--- config.mk ---
export PLATFORM = sky130hd
export DESIGN_NAME = lpmc_top
export DESIGN_NICKNAME = d
export VERILOG_FILES = /design/src/lpmc_pkg.sv /design/src/lpmc_top.sv
export VERILOG_INCLUDE_DIRS = /design/src
export SDC_FILE = /design/constraint.sdc
export NUM_CORES = 1
export LEC_CHECK = 0
export BUFFER_PORTS_ARGS = -buffer_cell sky130_fd_sc_hd__buf_4
export CORE_MARGIN = 2
export CORE_UTILIZATION = 42
export DETAILED_ROUTE_END_ITERATION = 16
export PLACE_DENSITY = 0.75
export SLEW_MARGIN = 0
export SYNTH_ARGS = -nofsm -noshare
export SYNTH_HDL_FRONTEND = slang
export SYNTH_SLANG_ARGS = --single-unit
--- constraint.sdc ---
create_clock -name mclk -period 1.73 [get_ports mclk]
set_input_delay 0.0865 -clock mclk [delete_from_list [all_inputs] [get_ports mclk]]
set_output_delay 0.0865 -clock mclk [all_outputs]
set_load 0.01 [all_outputs]
--- src/lpmc_params.svh ---
// constants for the low-power mode controller
`ifndef LPMC_PARAMS_SVH
`define LPMC_PARAMS_SVH
// register offsets
`define LPMC_ADDR_CTRL   8'h00
`define LPMC_ADDR_STATUS 8'h04
`define LPMC_ADDR_MASK   8'h08
`define LPMC_ADDR_STATE  8'h0C
// control fields
`define LPMC_CTRL_MODE_LO 0
`define LPMC_CTRL_MODE_HI 1
`define LPMC_CTRL_LPR     2
`define LPMC_CTRL_UDRV    3
`define LPMC_CTRL_RST     4'h0
// number of wake lines: 16 event, detector, 4 rtc, usb, eth, timer, cec
`define LPMC_NUM_WAKE     25
// reset hold cycles after standby exit
`define LPMC_RST_CYC      4'h8
`endif

--- src/lpmc_pkg.sv ---
// types for the low-power mode controller
package lpmc_pkg;
   typedef enum logic [1:0] {
      LPMC_RUN   = 2'b00,
      LPMC_SLEEP = 2'b01,
      LPMC_STOP  = 2'b10,
      LPMC_STBY  = 2'b11
   } lpmc_state_e;
   typedef struct packed {
      logic cpu_clk_en;
      logic core_clk_en;
      logic pll_en;
      logic irc_en;
      logic xtal_en;
      logic reg_on;
      logic use_lpr;
      logic underdrive;
   } lpmc_pwr_s;
endpackage

--- src/lpmc_top.sv ---
// low-power mode controller: sleep, stop and standby sequencing
//
// Design decisions made here: the register addresses and the plain strobed port.
`timescale 1ns/10ps
`include "lpmc_params.svh"
module lpmc_top
   import lpmc_pkg::*;
(
   // clock and reset
   input  wire logic        mclk,
   input  wire logic        reset,
   // register port
   input  wire logic [7:0]  reg_addr,
   input  wire logic [31:0] reg_wdata,
   input  wire logic        reg_wr,
   input  wire logic        reg_rd,
   output logic      [31:0] reg_rdata,
   // processor side
   input  wire logic        wfi_req,
   input  wire logic        periph_irq,
   // wake sources (asynchronous)
   input  wire logic [15:0] external_event_lines,
   input  wire logic        supply_level_detector,
   input  wire logic [3:0]  rtc_wake,
   input  wire logic        usb_wake,
   input  wire logic        eth_wake,
   input  wire logic        low_power_timer,
   input  wire logic        cec_rx_wake,
   // power and clock controls, reset request and interrupt
   output lpmc_pwr_s        pwr,
   output logic             sys_reset_req,
   output logic             irq
);
//----------------------------------------------------------------------
// wake synchronisers
//----------------------------------------------------------------------
   logic [`LPMC_NUM_WAKE-1:0] wk_raw, wk_m_q, wk_s_q;
   assign wk_raw = {cec_rx_wake, low_power_timer, eth_wake, usb_wake,
                    rtc_wake, supply_level_detector, external_event_lines};
   // first stage read only by second stage
   always_ff @(posedge mclk or posedge reset) begin
      if (reset) begin
         wk_m_q <= '0;
         wk_s_q <= '0;
      end else begin
         wk_m_q <= wk_raw;
         wk_s_q <= wk_m_q;
      end
   end
   logic ext_wake, cec_wake;
   assign ext_wake = |wk_s_q[`LPMC_NUM_WAKE-2:0];
   assign cec_wake = wk_s_q[`LPMC_NUM_WAKE-1];
//----------------------------------------------------------------------
// registers and state machine
//----------------------------------------------------------------------
   logic [3:0]  ctrl_q, ctrl_d;
   logic [2:0]  sts_q, sts_d, mask_q, mask_d;
   lpmc_state_e st_q, st_d;
   logic [3:0]  rcnt_q, rcnt_d;
   logic [31:0] rdata_q, rdata_d;
   logic        wr_ctrl, wr_sts, wr_mask;
   assign wr_ctrl = reg_wr && reg_addr == `LPMC_ADDR_CTRL;
   assign wr_sts  = reg_wr && reg_addr == `LPMC_ADDR_STATUS;
   assign wr_mask = reg_wr && reg_addr == `LPMC_ADDR_MASK;
   // next state: mode entry on wfi, exit on wake
   always_comb begin
      st_d   = st_q;
      rcnt_d = (rcnt_q != 4'h0) ? rcnt_q - 4'h1 : 4'h0;
      ctrl_d = wr_ctrl ? reg_wdata[3:0] : ctrl_q;
      mask_d = wr_mask ? reg_wdata[2:0] : mask_q;
      sts_d  = wr_sts ? (sts_q & ~reg_wdata[2:0]) : sts_q;
      case (st_q)
         LPMC_RUN: begin
            if (wfi_req) begin
               case (ctrl_q[`LPMC_CTRL_MODE_HI:`LPMC_CTRL_MODE_LO])
                  2'b01:   st_d = LPMC_SLEEP;
                  2'b10:   st_d = LPMC_STOP;
                  2'b11:   st_d = LPMC_STBY;
                  default: st_d = LPMC_RUN;
               endcase
            end
         end
         LPMC_SLEEP: begin
            if (periph_irq || ext_wake) begin
               st_d     = LPMC_RUN;
               sts_d[0] = 1'b1; // set wins over clear
            end
         end
         LPMC_STOP: begin
            // registers untouched; resume in place
            if (ext_wake || cec_wake) begin
               st_d     = LPMC_RUN;
               sts_d[1] = 1'b1;
            end
         end
         LPMC_STBY: begin
            // core state lost, so leave via reset
            if (ext_wake) begin
               st_d     = LPMC_RUN;
               rcnt_d   = `LPMC_RST_CYC;
               sts_d[2] = 1'b1;
               ctrl_d   = `LPMC_CTRL_RST;
            end
         end
         default: st_d = LPMC_RUN;
      endcase
      rdata_d = 32'h0000_0000;
      if (reg_rd) begin
         case (reg_addr)
            `LPMC_ADDR_CTRL:   rdata_d = {28'h0, ctrl_q};
            `LPMC_ADDR_STATUS: rdata_d = {29'h0, sts_q};
            `LPMC_ADDR_MASK:   rdata_d = {29'h0, mask_q};
            `LPMC_ADDR_STATE:  rdata_d = {30'h0, st_q};
            default:           rdata_d = 32'h0000_0000;
         endcase
      end
   end
   // registering
   always_ff @(posedge mclk or posedge reset) begin
      if (reset) begin
         st_q    <= LPMC_RUN;
         ctrl_q  <= `LPMC_CTRL_RST;
         sts_q   <= 3'h0;
         mask_q  <= 3'h0;
         rcnt_q  <= 4'h0;
         rdata_q <= 32'h0000_0000;
      end else begin
         st_q    <= st_d;
         ctrl_q  <= ctrl_d;
         sts_q   <= sts_d;
         mask_q  <= mask_d;
         rcnt_q  <= rcnt_d;
         rdata_q <= rdata_d;
      end
   end
//----------------------------------------------------------------------
// outputs
//----------------------------------------------------------------------
   // power controls decoded from state
   always_comb begin
      pwr.cpu_clk_en  = (st_q == LPMC_RUN);
      pwr.core_clk_en = (st_q == LPMC_RUN) || (st_q == LPMC_SLEEP);
      pwr.pll_en      = pwr.core_clk_en;
      pwr.irc_en      = pwr.core_clk_en;
      pwr.xtal_en     = pwr.core_clk_en;
      pwr.reg_on      = (st_q != LPMC_STBY);
      // regulator choice only applies in stop; normal otherwise
      pwr.use_lpr     = (st_q == LPMC_STOP) && ctrl_q[`LPMC_CTRL_LPR];
      pwr.underdrive  = (st_q == LPMC_STOP) && ctrl_q[`LPMC_CTRL_UDRV];
   end
   assign sys_reset_req = (rcnt_q != 4'h0);
   assign irq           = |(sts_q & mask_q);
   assign reg_rdata     = rdata_q;
//----------------------------------------------------------------------
// checks
//----------------------------------------------------------------------
   // sleep: processor clock off, everything else still clocked
   sleep_clk_a: assert property (@(posedge mclk) disable iff (reset)
      st_q == LPMC_SLEEP |-> !pwr.cpu_clk_en && pwr.core_clk_en
         && pwr.pll_en && pwr.reg_on)
      else $error("sleep clocks wrong");

   // run: processor clocked and core powered
   run_clk_a: assert property (@(posedge mclk) disable iff (reset)
      st_q == LPMC_RUN |-> pwr.cpu_clk_en && pwr.core_clk_en
         && pwr.reg_on)
      else $error("run clocks wrong");

   // sleep: a peripheral interrupt returns to run next cycle
   sleep_wake_a: assert property (@(posedge mclk) disable iff (reset)
      st_q == LPMC_SLEEP && periph_irq |=> st_q == LPMC_RUN && sts_q[0])
      else $error("sleep did not wake");

   // sleep: a synced event line wakes too
   sleep_evt_a: assert property (@(posedge mclk) disable iff (reset)
      st_q == LPMC_SLEEP && ext_wake |=> st_q == LPMC_RUN)
      else $error("sleep ignored event");

   // stop: software-visible setup survives the stay
   stop_keep_a: assert property (@(posedge mclk) disable iff (reset)
      st_q == LPMC_STOP && !wr_ctrl |=> ctrl_q == $past(ctrl_q))
      else $error("stop lost state");

   // stop: mask is kept as well
   stop_mask_a: assert property (@(posedge mclk) disable iff (reset)
      st_q == LPMC_STOP && !wr_mask |=> mask_q == $past(mask_q))
      else $error("stop lost mask");

   // stop: every core clock gated
   stop_gate_a: assert property (@(posedge mclk) disable iff (reset)
      st_q == LPMC_STOP |-> !pwr.core_clk_en && !pwr.cpu_clk_en)
      else $error("stop clocks running");

   // stop: PLL and both fast oscillators off
   stop_osc_a: assert property (@(posedge mclk) disable iff (reset)
      st_q == LPMC_STOP |-> !pwr.pll_en && !pwr.irc_en && !pwr.xtal_en)
      else $error("stop oscillators running");

   // stop: regulator choice follows the control bit
   stop_reg_a: assert property (@(posedge mclk) disable iff (reset)
      st_q == LPMC_STOP |-> pwr.use_lpr == ctrl_q[`LPMC_CTRL_LPR]
         && pwr.reg_on)
      else $error("stop regulator wrong");

   // stop: under-drive only when asked for; normal is default
   stop_normal_a: assert property (@(posedge mclk) disable iff (reset)
      st_q == LPMC_STOP |-> pwr.underdrive == ctrl_q[`LPMC_CTRL_UDRV])
      else $error("stop drive setting wrong");

   // outside stop the regulator stays in normal form
   run_normal_a: assert property (@(posedge mclk) disable iff (reset)
      st_q != LPMC_STOP |-> !pwr.underdrive && !pwr.use_lpr)
      else $error("underdrive outside stop");

   // stop: any synced event line leaves stop and flags it
   stop_wake_a: assert property (@(posedge mclk) disable iff (reset)
      st_q == LPMC_STOP && ext_wake |=> st_q == LPMC_RUN && sts_q[1])
      else $error("stop did not wake");

   // stop: receiver wake on its own line also leaves stop
   stop_cec_a: assert property (@(posedge mclk) disable iff (reset)
      st_q == LPMC_STOP && cec_wake |=> st_q == LPMC_RUN && sts_q[1])
      else $error("receiver wake missed");

   // standby: regulator off, core domain unpowered
   stby_off_a: assert property (@(posedge mclk) disable iff (reset)
      st_q == LPMC_STBY |-> !pwr.reg_on && !pwr.core_clk_en)
      else $error("standby powered");

   // regulator only ever drops in standby
   reg_on_a: assert property (@(posedge mclk) disable iff (reset)
      st_q != LPMC_STBY |-> pwr.reg_on)
      else $error("regulator off outside standby");

   // standby: PLL and both fast oscillators off
   stby_osc_a: assert property (@(posedge mclk) disable iff (reset)
      st_q == LPMC_STBY |-> !pwr.pll_en && !pwr.irc_en && !pwr.xtal_en)
      else $error("standby oscillators running");

   // standby exit goes through a full reset pulse
   stby_reset_a: assert property (@(posedge mclk) disable iff (reset)
      st_q == LPMC_STBY && ext_wake |=> sys_reset_req [*8]
         ##1 !sys_reset_req)
      else $error("standby exit without reset");

   // setup is dropped on standby exit since core state was lost
   stby_clr_a: assert property (@(posedge mclk) disable iff (reset)
      st_q == LPMC_STBY && ext_wake |=> ctrl_q == `LPMC_CTRL_RST)
      else $error("standby exit kept setup");

   // main scenarios
   sleep_c: cover property (@(posedge mclk) disable iff (reset)
      st_q == LPMC_SLEEP ##[1:20] st_q == LPMC_RUN);
   stop_c: cover property (@(posedge mclk) disable iff (reset)
      st_q == LPMC_STOP ##[1:20] st_q == LPMC_RUN);
   stop_ud_c: cover property (@(posedge mclk) disable iff (reset)
      st_q == LPMC_STOP && pwr.underdrive && pwr.use_lpr);
   cec_c: cover property (@(posedge mclk) disable iff (reset)
      st_q == LPMC_STOP && cec_wake ##1 st_q == LPMC_RUN);
   stby_c: cover property (@(posedge mclk) disable iff (reset)
      st_q == LPMC_STBY ##1 sys_reset_req);
endmodule

==> results of run 1 <==
-- registers in the layout (all words and copies together), names as in the netlist --
register and cells:
ctrl_q 4, mask_q 3, rcnt_q 4, reg_rdata 4, st_q 2, sts_q 3, wk_m_q 25, wk_s_q 25
-- power by group --
| part | leakage [nW] | switching [mW] | internal (mW) |
|---|---|---|---|
| registers | 0.850 | 0.0269 | 1.71 |
| logic | 0.757 | 0.121 | 0.150 |
| clock network | 0.140 | 0.582 | 1.18 |
| total | 1.75 | 0.729 | 3.04 |
-- cell families after synthesis --
kind of cell | count (synthesis) | share of synthesized area [%]
compound gates | 15 | 4.338
other cells | 1 | 0.1461
flops | 70 | 68.23
mux | 10 | 5.458
buf+inv | 38 | 10.14
simple gates | 45 | 11.70
-- synth_stat cells, types with 3 or more instances --
cell type	instances	share of area [%]
dfrtp_1	70	68
buf_4	31	9.1
nor2_1	10	1.5
nand2_1	6	0.88
inv_1	5	0.73
mux2i_1	5	1.9
nor4_1	4	0.97
and3_1	3	0.73
mux2_4	3	1.8
nand4_1	3	0.73
nor2b_1	3	0.73
-- final cells by class --
class | instances | share of cell area [%]
well taps | 75 | 2.632
repair buffers | 89 | 21.33
inverters | 5 | 0.6316
clock inverters | 5 | 3.614
clock buffers | 11 | 4.246
flip-flops and latches | 70 | 49.12
multi-input cells | 98 | 18.42
-- repair_timing --
action                    4_1_cts  5_1_grt
hold endpoints to repair      102        0
buffers inserted                0        0
hold buffers                   32        0
-- layout by cell type, fill, tap and decap left out, types with 2 or more instances in the layout --
cell type      Yosys  routed
dfrtp_1           70      70
buf_4             31      56
dlygate4sd3_1      0      32
conb_1             1      28
clkbuf_8           0      11
nor2_1            10      10
nand2_1            6       6
mux2i_1            5       5
nor4_1             4       4
inv_1              5       4
bufinv_16          0       4
nor2b_1            3       3
and3_1             3       3
nand4_1            3       3
mux2_4             3       3
o21ai_0            2       2
and2_4             2       2
mux4_2             2       2
or4_4              2       2
and4_1             2       2
nor3_1             2       2
a21oi_1            2       2
and2_1             2       2
-- worst min-delay path by stage --
stage	start	to	slack [ps]
after floorplan	external_event_lines[0]	wk_m_q[0]	120
after global placement	external_event_lines[10]	wk_m_q[10]	200
after detailed placement	eth_wake	wk_m_q[22]	200
after CTS	periph_irq	sts_q[0]	30
after global routing	periph_irq	sts_q[0]	40
final	periph_irq	sts_q[0]	60
-- metal layers --
metal  part of all wire [%]  vias to the layer above
met5                      0                        -
met4                    1.9                        0
met3                    6.8                        8
met2                     53                       67
met1                     39                      762
li1                       -                      745
-- critical path, stage by stage (launching register included) --
cell     delay, ps
dfrtp_1        440
inv_1          180
nor2_1         240
and2_1         170
buf_4          120
==> results.md, run 1 <==
* Gr busiest metal: met2
* Root Driver: clkbuf_8
* VDD IR max at 0.0008328 V
* Initial antenna violation count at 0
* TNS Setup at 0 ps
* WHS at just over 60 ps
* FF/Latch Area at roughly 1800 µm²
* Clk_lat worst skew at ~340 ps
* Antenna viol nets, final at 0
* DR vias/cell at ~4.5
* Setup WS post-layout at around 160 ps
* Drt first pass iters at 4
* Data required, critical path at about 1600 ps
* Routing usage on met2 at between 20% and 30%
* Nets at around 340
* Drt drc at 0
* Status: finished clean
* Area of the multi-input gates at around 660 µm²
* Layout Cells excl Fill at around 350
* ANT cells at 0
* DP Worst Slack at about 260 ps
* Initial DRC count at 100
* Largest net degree at the start of global routing at 71
* Worst Hold Depth at 3
* Die width at 82.19 µm
* Die ar. at 6754 µm²
* Placed Area at about 3000 µm²
* Avg Inst Size Synth at ~14 µm²
* Critical Path Sink Type: output pin
* Worst reg2reg startpoint: wk_s_q[19]
* Final Cycle Share at between 90 and 100%
* Reg2Reg Depth at 4
* Layout area overhead at 38.89%
* Clock Skew at 5.972 ps
* Syn Inst Count at between 150 and 200
* Crit path to: pwr[1]
* RR Endpoint: sts_q[0]
* Grt ovf at 0
* Inserted Clock Buffers at 9
* Crit path max fanout at 9
* Final instance area at ~3600 µm²
* Placed Instances at 305
* Routed len/inst at around 12 µm
* Max Slew Vio Count at 0
* Post-CTS Resized at 0
* Post-synthesis sequential area ratio at ~68%
* Clk sinks at 70
* FF-to-FF setup slack at roughly 270 ps
* Maxcap violations at 0
* RSZ-0062 raised after global routing: false
* Post-synth top flop: dfrtp_1
* Critical path type: register to output pin
* CP startpoint kind: register
* Number of I/O pins at roughly 110
* Met1 Use GR at around 17%
* Post-synth EDFFs at 0
* Routed WL at 4392 µm
* Cell Area, Synth at around 2600 µm²
* Critical Path AT at between 1000 and 1500 ps
* Reg clk slew, reported paths at roughly 70 ps
* Final setup violation count at 0
* Ys async rst share at 100.0%
* Yosys reg bits at 70
* Initial Util at a little over two fifths
* Leakage at approximately 1.7 nW
* Routed via count at 1582
* Met3 Resource Use GR at slightly above 5%
* Vias in the first global route at about 1600
* TritonCTS clock tree: built
* Routability congestion estimate at about 0.8
* Layout Utilization at 60.23%
* Hpwl dp at 2795 µm
* Clock buffer depth at 2
* H-tree Lvls at 3
* Height of the chip at between 80 and 90 µm
* Yosys synthesis warning count at 0
* Global Route Usage Sum at around 15%
* Filler cells at approximately 450
* Core Region at approximately 6000 µm²
* Cell variety after synth at 39
* FP Rows at 28
* First-pass GRT wire length at between 7000 and 8000 µm
* HP Class: input port to register
* Port buffer count at 56
* Minimum clock period at between 1500 and 2000 ps
* Final hold viol count at 0
* Max Freq at ~640 MHz
* Layout cells sized above 1 at 31.65%
* Beginning of the critical path: st_q[1]
* Pwr/cell area at about 1100 nW/µm²
* Tot Pwr at 3.770 mW
Power figures use the tool's default switching activity.
==> inputs of run 2 (changes only) <==
CORE_ASPECT_RATIO = 1.2   (was default)
CORE_UTILIZATION = 35   (was 42)
PLACE_DENSITY = default   (was 0.75)
PLACE_DENSITY_LB_ADDON = 0.3   (was default)
==> results.md, run 2 (synthesized netlist as in run 1, its figures left out) <==
* Worst reg2reg startpoint: wk_s_q[4]
* Minimum clock period at ~1600 ps
* Initial Util at a little over a third
* Data required, critical path at 1640 ps
* FP Rows at 34
* Pwr/cell area at approximately 980 nW/µm²
* Commonest non-fill, non-tap cell in the layout: dfrtp_1
* Die ar. at 8039 µm²
* Combined buffer and inverter count along the critical path at 2
* Crit path to: pwr[1]
* Global Route Usage Sum at between 10 and 15%
* Layout cells sized above 1 at 32.00%
* Initial DRC count at 69
* Layout area overhead at 36.60%
* Vias in the first global route at 1514
* Crit path depth at 4
* Height of the chip at approximately 100 µm
* TNS Setup at 0 ps
* Hold_buf cts at 29
* Initial antenna violation count at 0
* Final setup violation count at 0
* ANT cells at 0
* Final hold viol count at 0
* FF-to-FF setup slack at ~300 ps
* Setup WS post-layout at around 150 ps
* Grt ovf at 0
* Final Cycle Share at around nine tenths
* Routed WL at just over 4000 µm
* Area of the multi-input gates at about 660 µm²
* Slowest-stage cell, CP: dfrtp_1
* Routability congestion estimate at slightly above 0.7
* Critical path type: register to output pin
* Port buffer count at 56
* Number of I/O pins at around 110
* Maxcap violations at 0
* Beginning of the critical path: st_q[1]
* TritonCTS clock tree: built
* Reg2Reg Depth at 4
* VDD IR max at 0.0007880 V
* Largest net degree at the start of global routing at just over 70
* Routed via count at ~1500
* Root Driver: clkbuf_8
* Drt drc at 0
* Leakage at roughly 1.7 nW
* Clock buffer depth at 2
* Routed len/inst at roughly 11 µm
* DR vias/cell at about 4.2
* Crit path max fanout at 9
* Reg clk slew, reported paths at around 70 ps
* Critical Path AT at between 1000 and 1500 ps
* Post-CTS setup buffers at 0
* Hpwl dp at about 3000 µm
* First-pass GRT wire length at 6886 µm
* FF/Latch Area at around 1800 µm²
* Largest regs: wk_m_q (25), wk_s_q (25)
* Most used cells in the layout excluding fill and tap cells: dfrtp_1 (70), buf_4 (56), dlygate4sd3_1 (29), conb_1 (28)
* Post-CTS Resized at 0
* Critical Path Sink Type: output pin
* Max Slew Vio Count at 0
* Core Region at roughly 7200 µm²
* RR Endpoint: sts_q[2]
* H-tree Lvls at 3
* CP startpoint kind: register
* Die width at just over 80 µm
* RSZ-0062 raised after global routing: false
* CP delay by family, top: flip-flops
* Nets at around 340
* Drt first pass iters at 4
* Clk sinks at 70
* Clk_lat worst skew at roughly 330 ps
* DP Worst Slack at approximately 260 ps
* Max Freq at roughly 630 MHz
* Worst stage delay on the critical path at 440 ps
* Status: finished clean
* Inserted Clock Buffers at 9
* Filler cells at 636
* Antenna viol nets, final at 0
* HP Class: input port to register
* Clock Skew at 7.253 ps
* Cell Chain, Critical Path: inv_1, nor2_1, and2_1, buf_4
## run 2: stage by stage
step	total power, mW	std cells	util, %	hold WS, ps	area, µm²
6_report	3.448	365	48.78	6.991	3507
5_1_grt	3.616	365	48.78	7.956	3507
4_1_cts	3.500	365	48.78	0.3429	3507
3_5_place_dp	1.980	320	41.51	196.9	2984
3_3_place_gp	1.974	320	41.51	195.6	2984
2_1_floorplan	1.907	206	-	117.9	2673
## run 2: how the worst min path moves through the flow
stage	start	to	slack, ps	cells after the start
2_1_floorplan	external_event_lines[0]	wk_m_q[0]	120	0
3_3_place_gp	rtc_wake[0]	wk_m_q[17]	200	1
3_5_place_dp	external_event_lines[10]	wk_m_q[10]	200	1
4_1_cts	reg_wdata[3]	ctrl_q[3]	0.3	3
5_1_grt	reg_wdata[0]	mask_q[0]	8	2
6_report	reg_wdata[3]	ctrl_q[3]	7	3
## run 2: worst min-delay path, cell delays in order
cell     delay (ps)
buf_4            80
mux2i_1          50
nor2_1           90
## run 2: layer usage
| layer | GRT usage (%) | up-vias | routed length (µm) |
|---|---|---|---|
| li1 | - | 737 | - |
| met1 | 13.16 | 745 | 1548 |
| met2 | 18.49 | 53 | 2267 |
| met3 | 3.882 | 9 | 256 |
| met4 | 6.538 | 0 | 86 |
| met5 | 0 | - | 0 |
## run 2: cell type report
type	count	share of cell area (%)
Inverter	5	0.6422
Sequential cell	70	49.95
Clock buffer	10	3.924
Tap cell	90	3.211
Timing Repair Buffer	86	20.83
Clock inverter	6	2.711
Multi-Input combinational cell	98	18.73
## run 2: where the power goes
part	switching [mW]	total, mW	internal (mW)
Clock	0.593	1.45	0.860
Combinational	0.117	0.262	0.145
Sequential	0.0274	1.73	1.71
==> inputs of run 3 (changes only) <==
--- a/config.mk
+++ b/config.mk
@@ -10,3 +10,3 @@
 export CORE_ASPECT_RATIO = 1.2
-export CORE_MARGIN = 2
+export CORE_MARGIN = 1
 export CORE_UTILIZATION = 35
@@ -14,2 +14,3 @@
 export PLACE_DENSITY_LB_ADDON = 0.3
+export RECOVER_POWER = 50
 export SLEW_MARGIN = 0
==> constraint.sdc (replaced) <==
create_clock -name mclk -period 1.73 [get_ports mclk]
set_input_delay 0.173 -clock mclk [delete_from_list [all_inputs] [get_ports mclk]]
set_output_delay 0.173 -clock mclk [all_outputs]
set_load 0.01 [all_outputs]
==> results.md, run 3 (synthesized netlist as in run 1, its figures left out) <==
* Final hold viol count at 0
* Critical Path Sink Type: output pin
* Routed via count at ~1500
* Drt drc at 0
* Number of I/O pins at ~110
* Pint at approximately 2.6 mW
* Root Driver: clkbuf_8
* Critical Path AT at between 1000 and 1500 ps
* Core Region at around 7000 µm²
* Vias in the first global route at 1494
* Largest net degree at the start of global routing at just over 70
* VDD IR max at between 0.0007 and 0.0008 V
* Reg clk slew, reported paths at around 70 ps
* Status: finished clean
* Crit path max fanout at 9
* Cell Chain, Critical Path: inv_2, nor2_2, and2_1, buf_4
* Commonest non-fill, non-tap cell in the layout: dfrtp_1
* Max-slew headroom at about two fifths
* Layout area overhead at 33.67%
* Maxcap violations at 0
* Clock buffer depth at 2
* ANT cells at 0
* Routed WL at 4239 µm
* Max Slew Vio Count at 0
* Slowest-stage cell, CP: dfrtp_1
* Gate power share at under 10%
* CP startpoint kind: register
* TNS Setup at 0 ps
* Clock share of power at between 40% and 50%
* Worst stage delay on the critical path at 460 ps
* Worst-Margin Slew at roughly 910 ps
* Initial DRC count at 68
* Pwr/cell area at 964.1 nW/µm²
* Nets at approximately 340
* Die ar. at just under 8000 µm²
* First-pass GRT wire length at around 6900 µm
* Antenna viol nets, final at 0
* TritonCTS clock tree: built
* Largest regs: wk_m_q (25), wk_s_q (25)
* Final setup violation count at 0
* HP Class: input port to register
* Global Route Usage Sum at about an eighth
* Data required, critical path at between 1500 and 2000 ps
* Most used cells in the layout excluding fill and tap cells: dfrtp_1 (70), buf_4 (30), conb_1 (28), dlygate4sd3_1 (26), clkbuf_4 (26)
* Clk sinks at 70
* Drt first pass iters at 4
* Switching Share at a little under a quarter
* Initial antenna violation count at 0
* Routability congestion estimate at around 0.76
* DR vias/cell at 4.281
* H-tree Lvls at 3
* Max Freq at 647.8 MHz
* Layout Utilization at between 40% and 50%
* Clk_lat worst skew at between 300 and 400 ps
* Grt ovf at 0
* Leakage at approximately 1.7 nW
* Critical path type: register to output pin
* Routed len/inst at between 10 and 15 µm
* FP Rows at 33
* P_sw at between 0.7 and 0.8 mW
* Reg power frac at a little over half
* RSZ-0062 raised after global routing: false
* Die width at roughly 80 µm
* Final Cycle Share at approximately nine tenths
* Inserted Clock Buffers at 9
* Port buffer count at 56
* Clock Skew at slightly above 5 ps
* Hpwl dp at around 2800 µm
* Minimum clock period at between 1500 and 2000 ps
* Height of the chip at about 96 µm
* Initial Util at a little under two fifths
* Layout cells sized above 1 at about a third
[run 3: layout make-up]
type	instances	area, µm²
sequential	70	1752
multi-input combinational	98	656.9
timing repair buffer	83	684.4
clock buffer	10	137.6
tap	87	108.9
fill	610	3546
clock inverter	6	70.07
inverter	5	22.52
[run 3: per-layer routing]
metal	share of wire [%]	GRT usage, %	vias up
li1	-	-	730
met1	38	13.56	737
met2	53	21.44	60
met3	6.5	5.024	10
met4	2.1	7.143	0
met5	0	0	-
[run 3: metrics by stage]
stage | hold WS, ps | setup WS [ps] | instance area (µm²) | std cells | total power, mW
final | 74.79 | 186.3 | 3432 | 359 | 3.309
after global routing | 69.21 | 22.44 | 3432 | 359 | 3.473
after CTS | 66.85 | 35.08 | 3448 | 359 | 3.372
after detailed placement | 283.4 | 279.5 | 2980 | 317 | 1.980
after global placement | 282.2 | 290.1 | 2980 | 317 | 1.975
after floorplan | 204.4 | 359.0 | 2673 | 206 | 1.907
[run 3: worst max-delay path, delay by kind of cell (launching register included)]
| kind | cells | cell delay [ps] |
|---|---|---|
| buffers and inverters | 2 | 250 |
| DFF | 1 | 460 |
| and+or+nand+nor | 2 | 320 |
[run 3: power groups by stage]
stage	clock, mW	sequential [mW]	combinational (mW)
after floorplan	0	1.76	0.152
after global placement	0	1.76	0.212
after detailed placement	0	1.76	0.215
after CTS	1.38	1.73	0.262
after global routing	1.45	1.74	0.280
final	1.33	1.73	0.250
[run 3: worst paths after layout]
| kind | start | to | slack, ps | cells after the start |
|---|---|---|---|---|
| max in group asynchronous | reset | wk_s_q[3] | 440 | 4 |
| min in group asynchronous | reset | mask_q[0] | 700 | 4 |
| setup reg to reg | wk_s_q[19] | sts_q[2] | 270 | 4 |
| hold reg to reg | wk_m_q[19] | wk_s_q[19] | 350 | 0 |
| hold / removal | reg_wdata[3] | ctrl_q[3] | 70 | 3 |
| setup / recovery | st_q[1] | pwr[0] | 190 | 4 |
[run 3: timing repair]
action                                 4_1_cts  5_1_grt
setup endpoints to repair                    0        2
endpoints found under the hold margin       95        0
gates resized for setup                      0        2
setup buffers                                0        0
hold buffers                                26        0
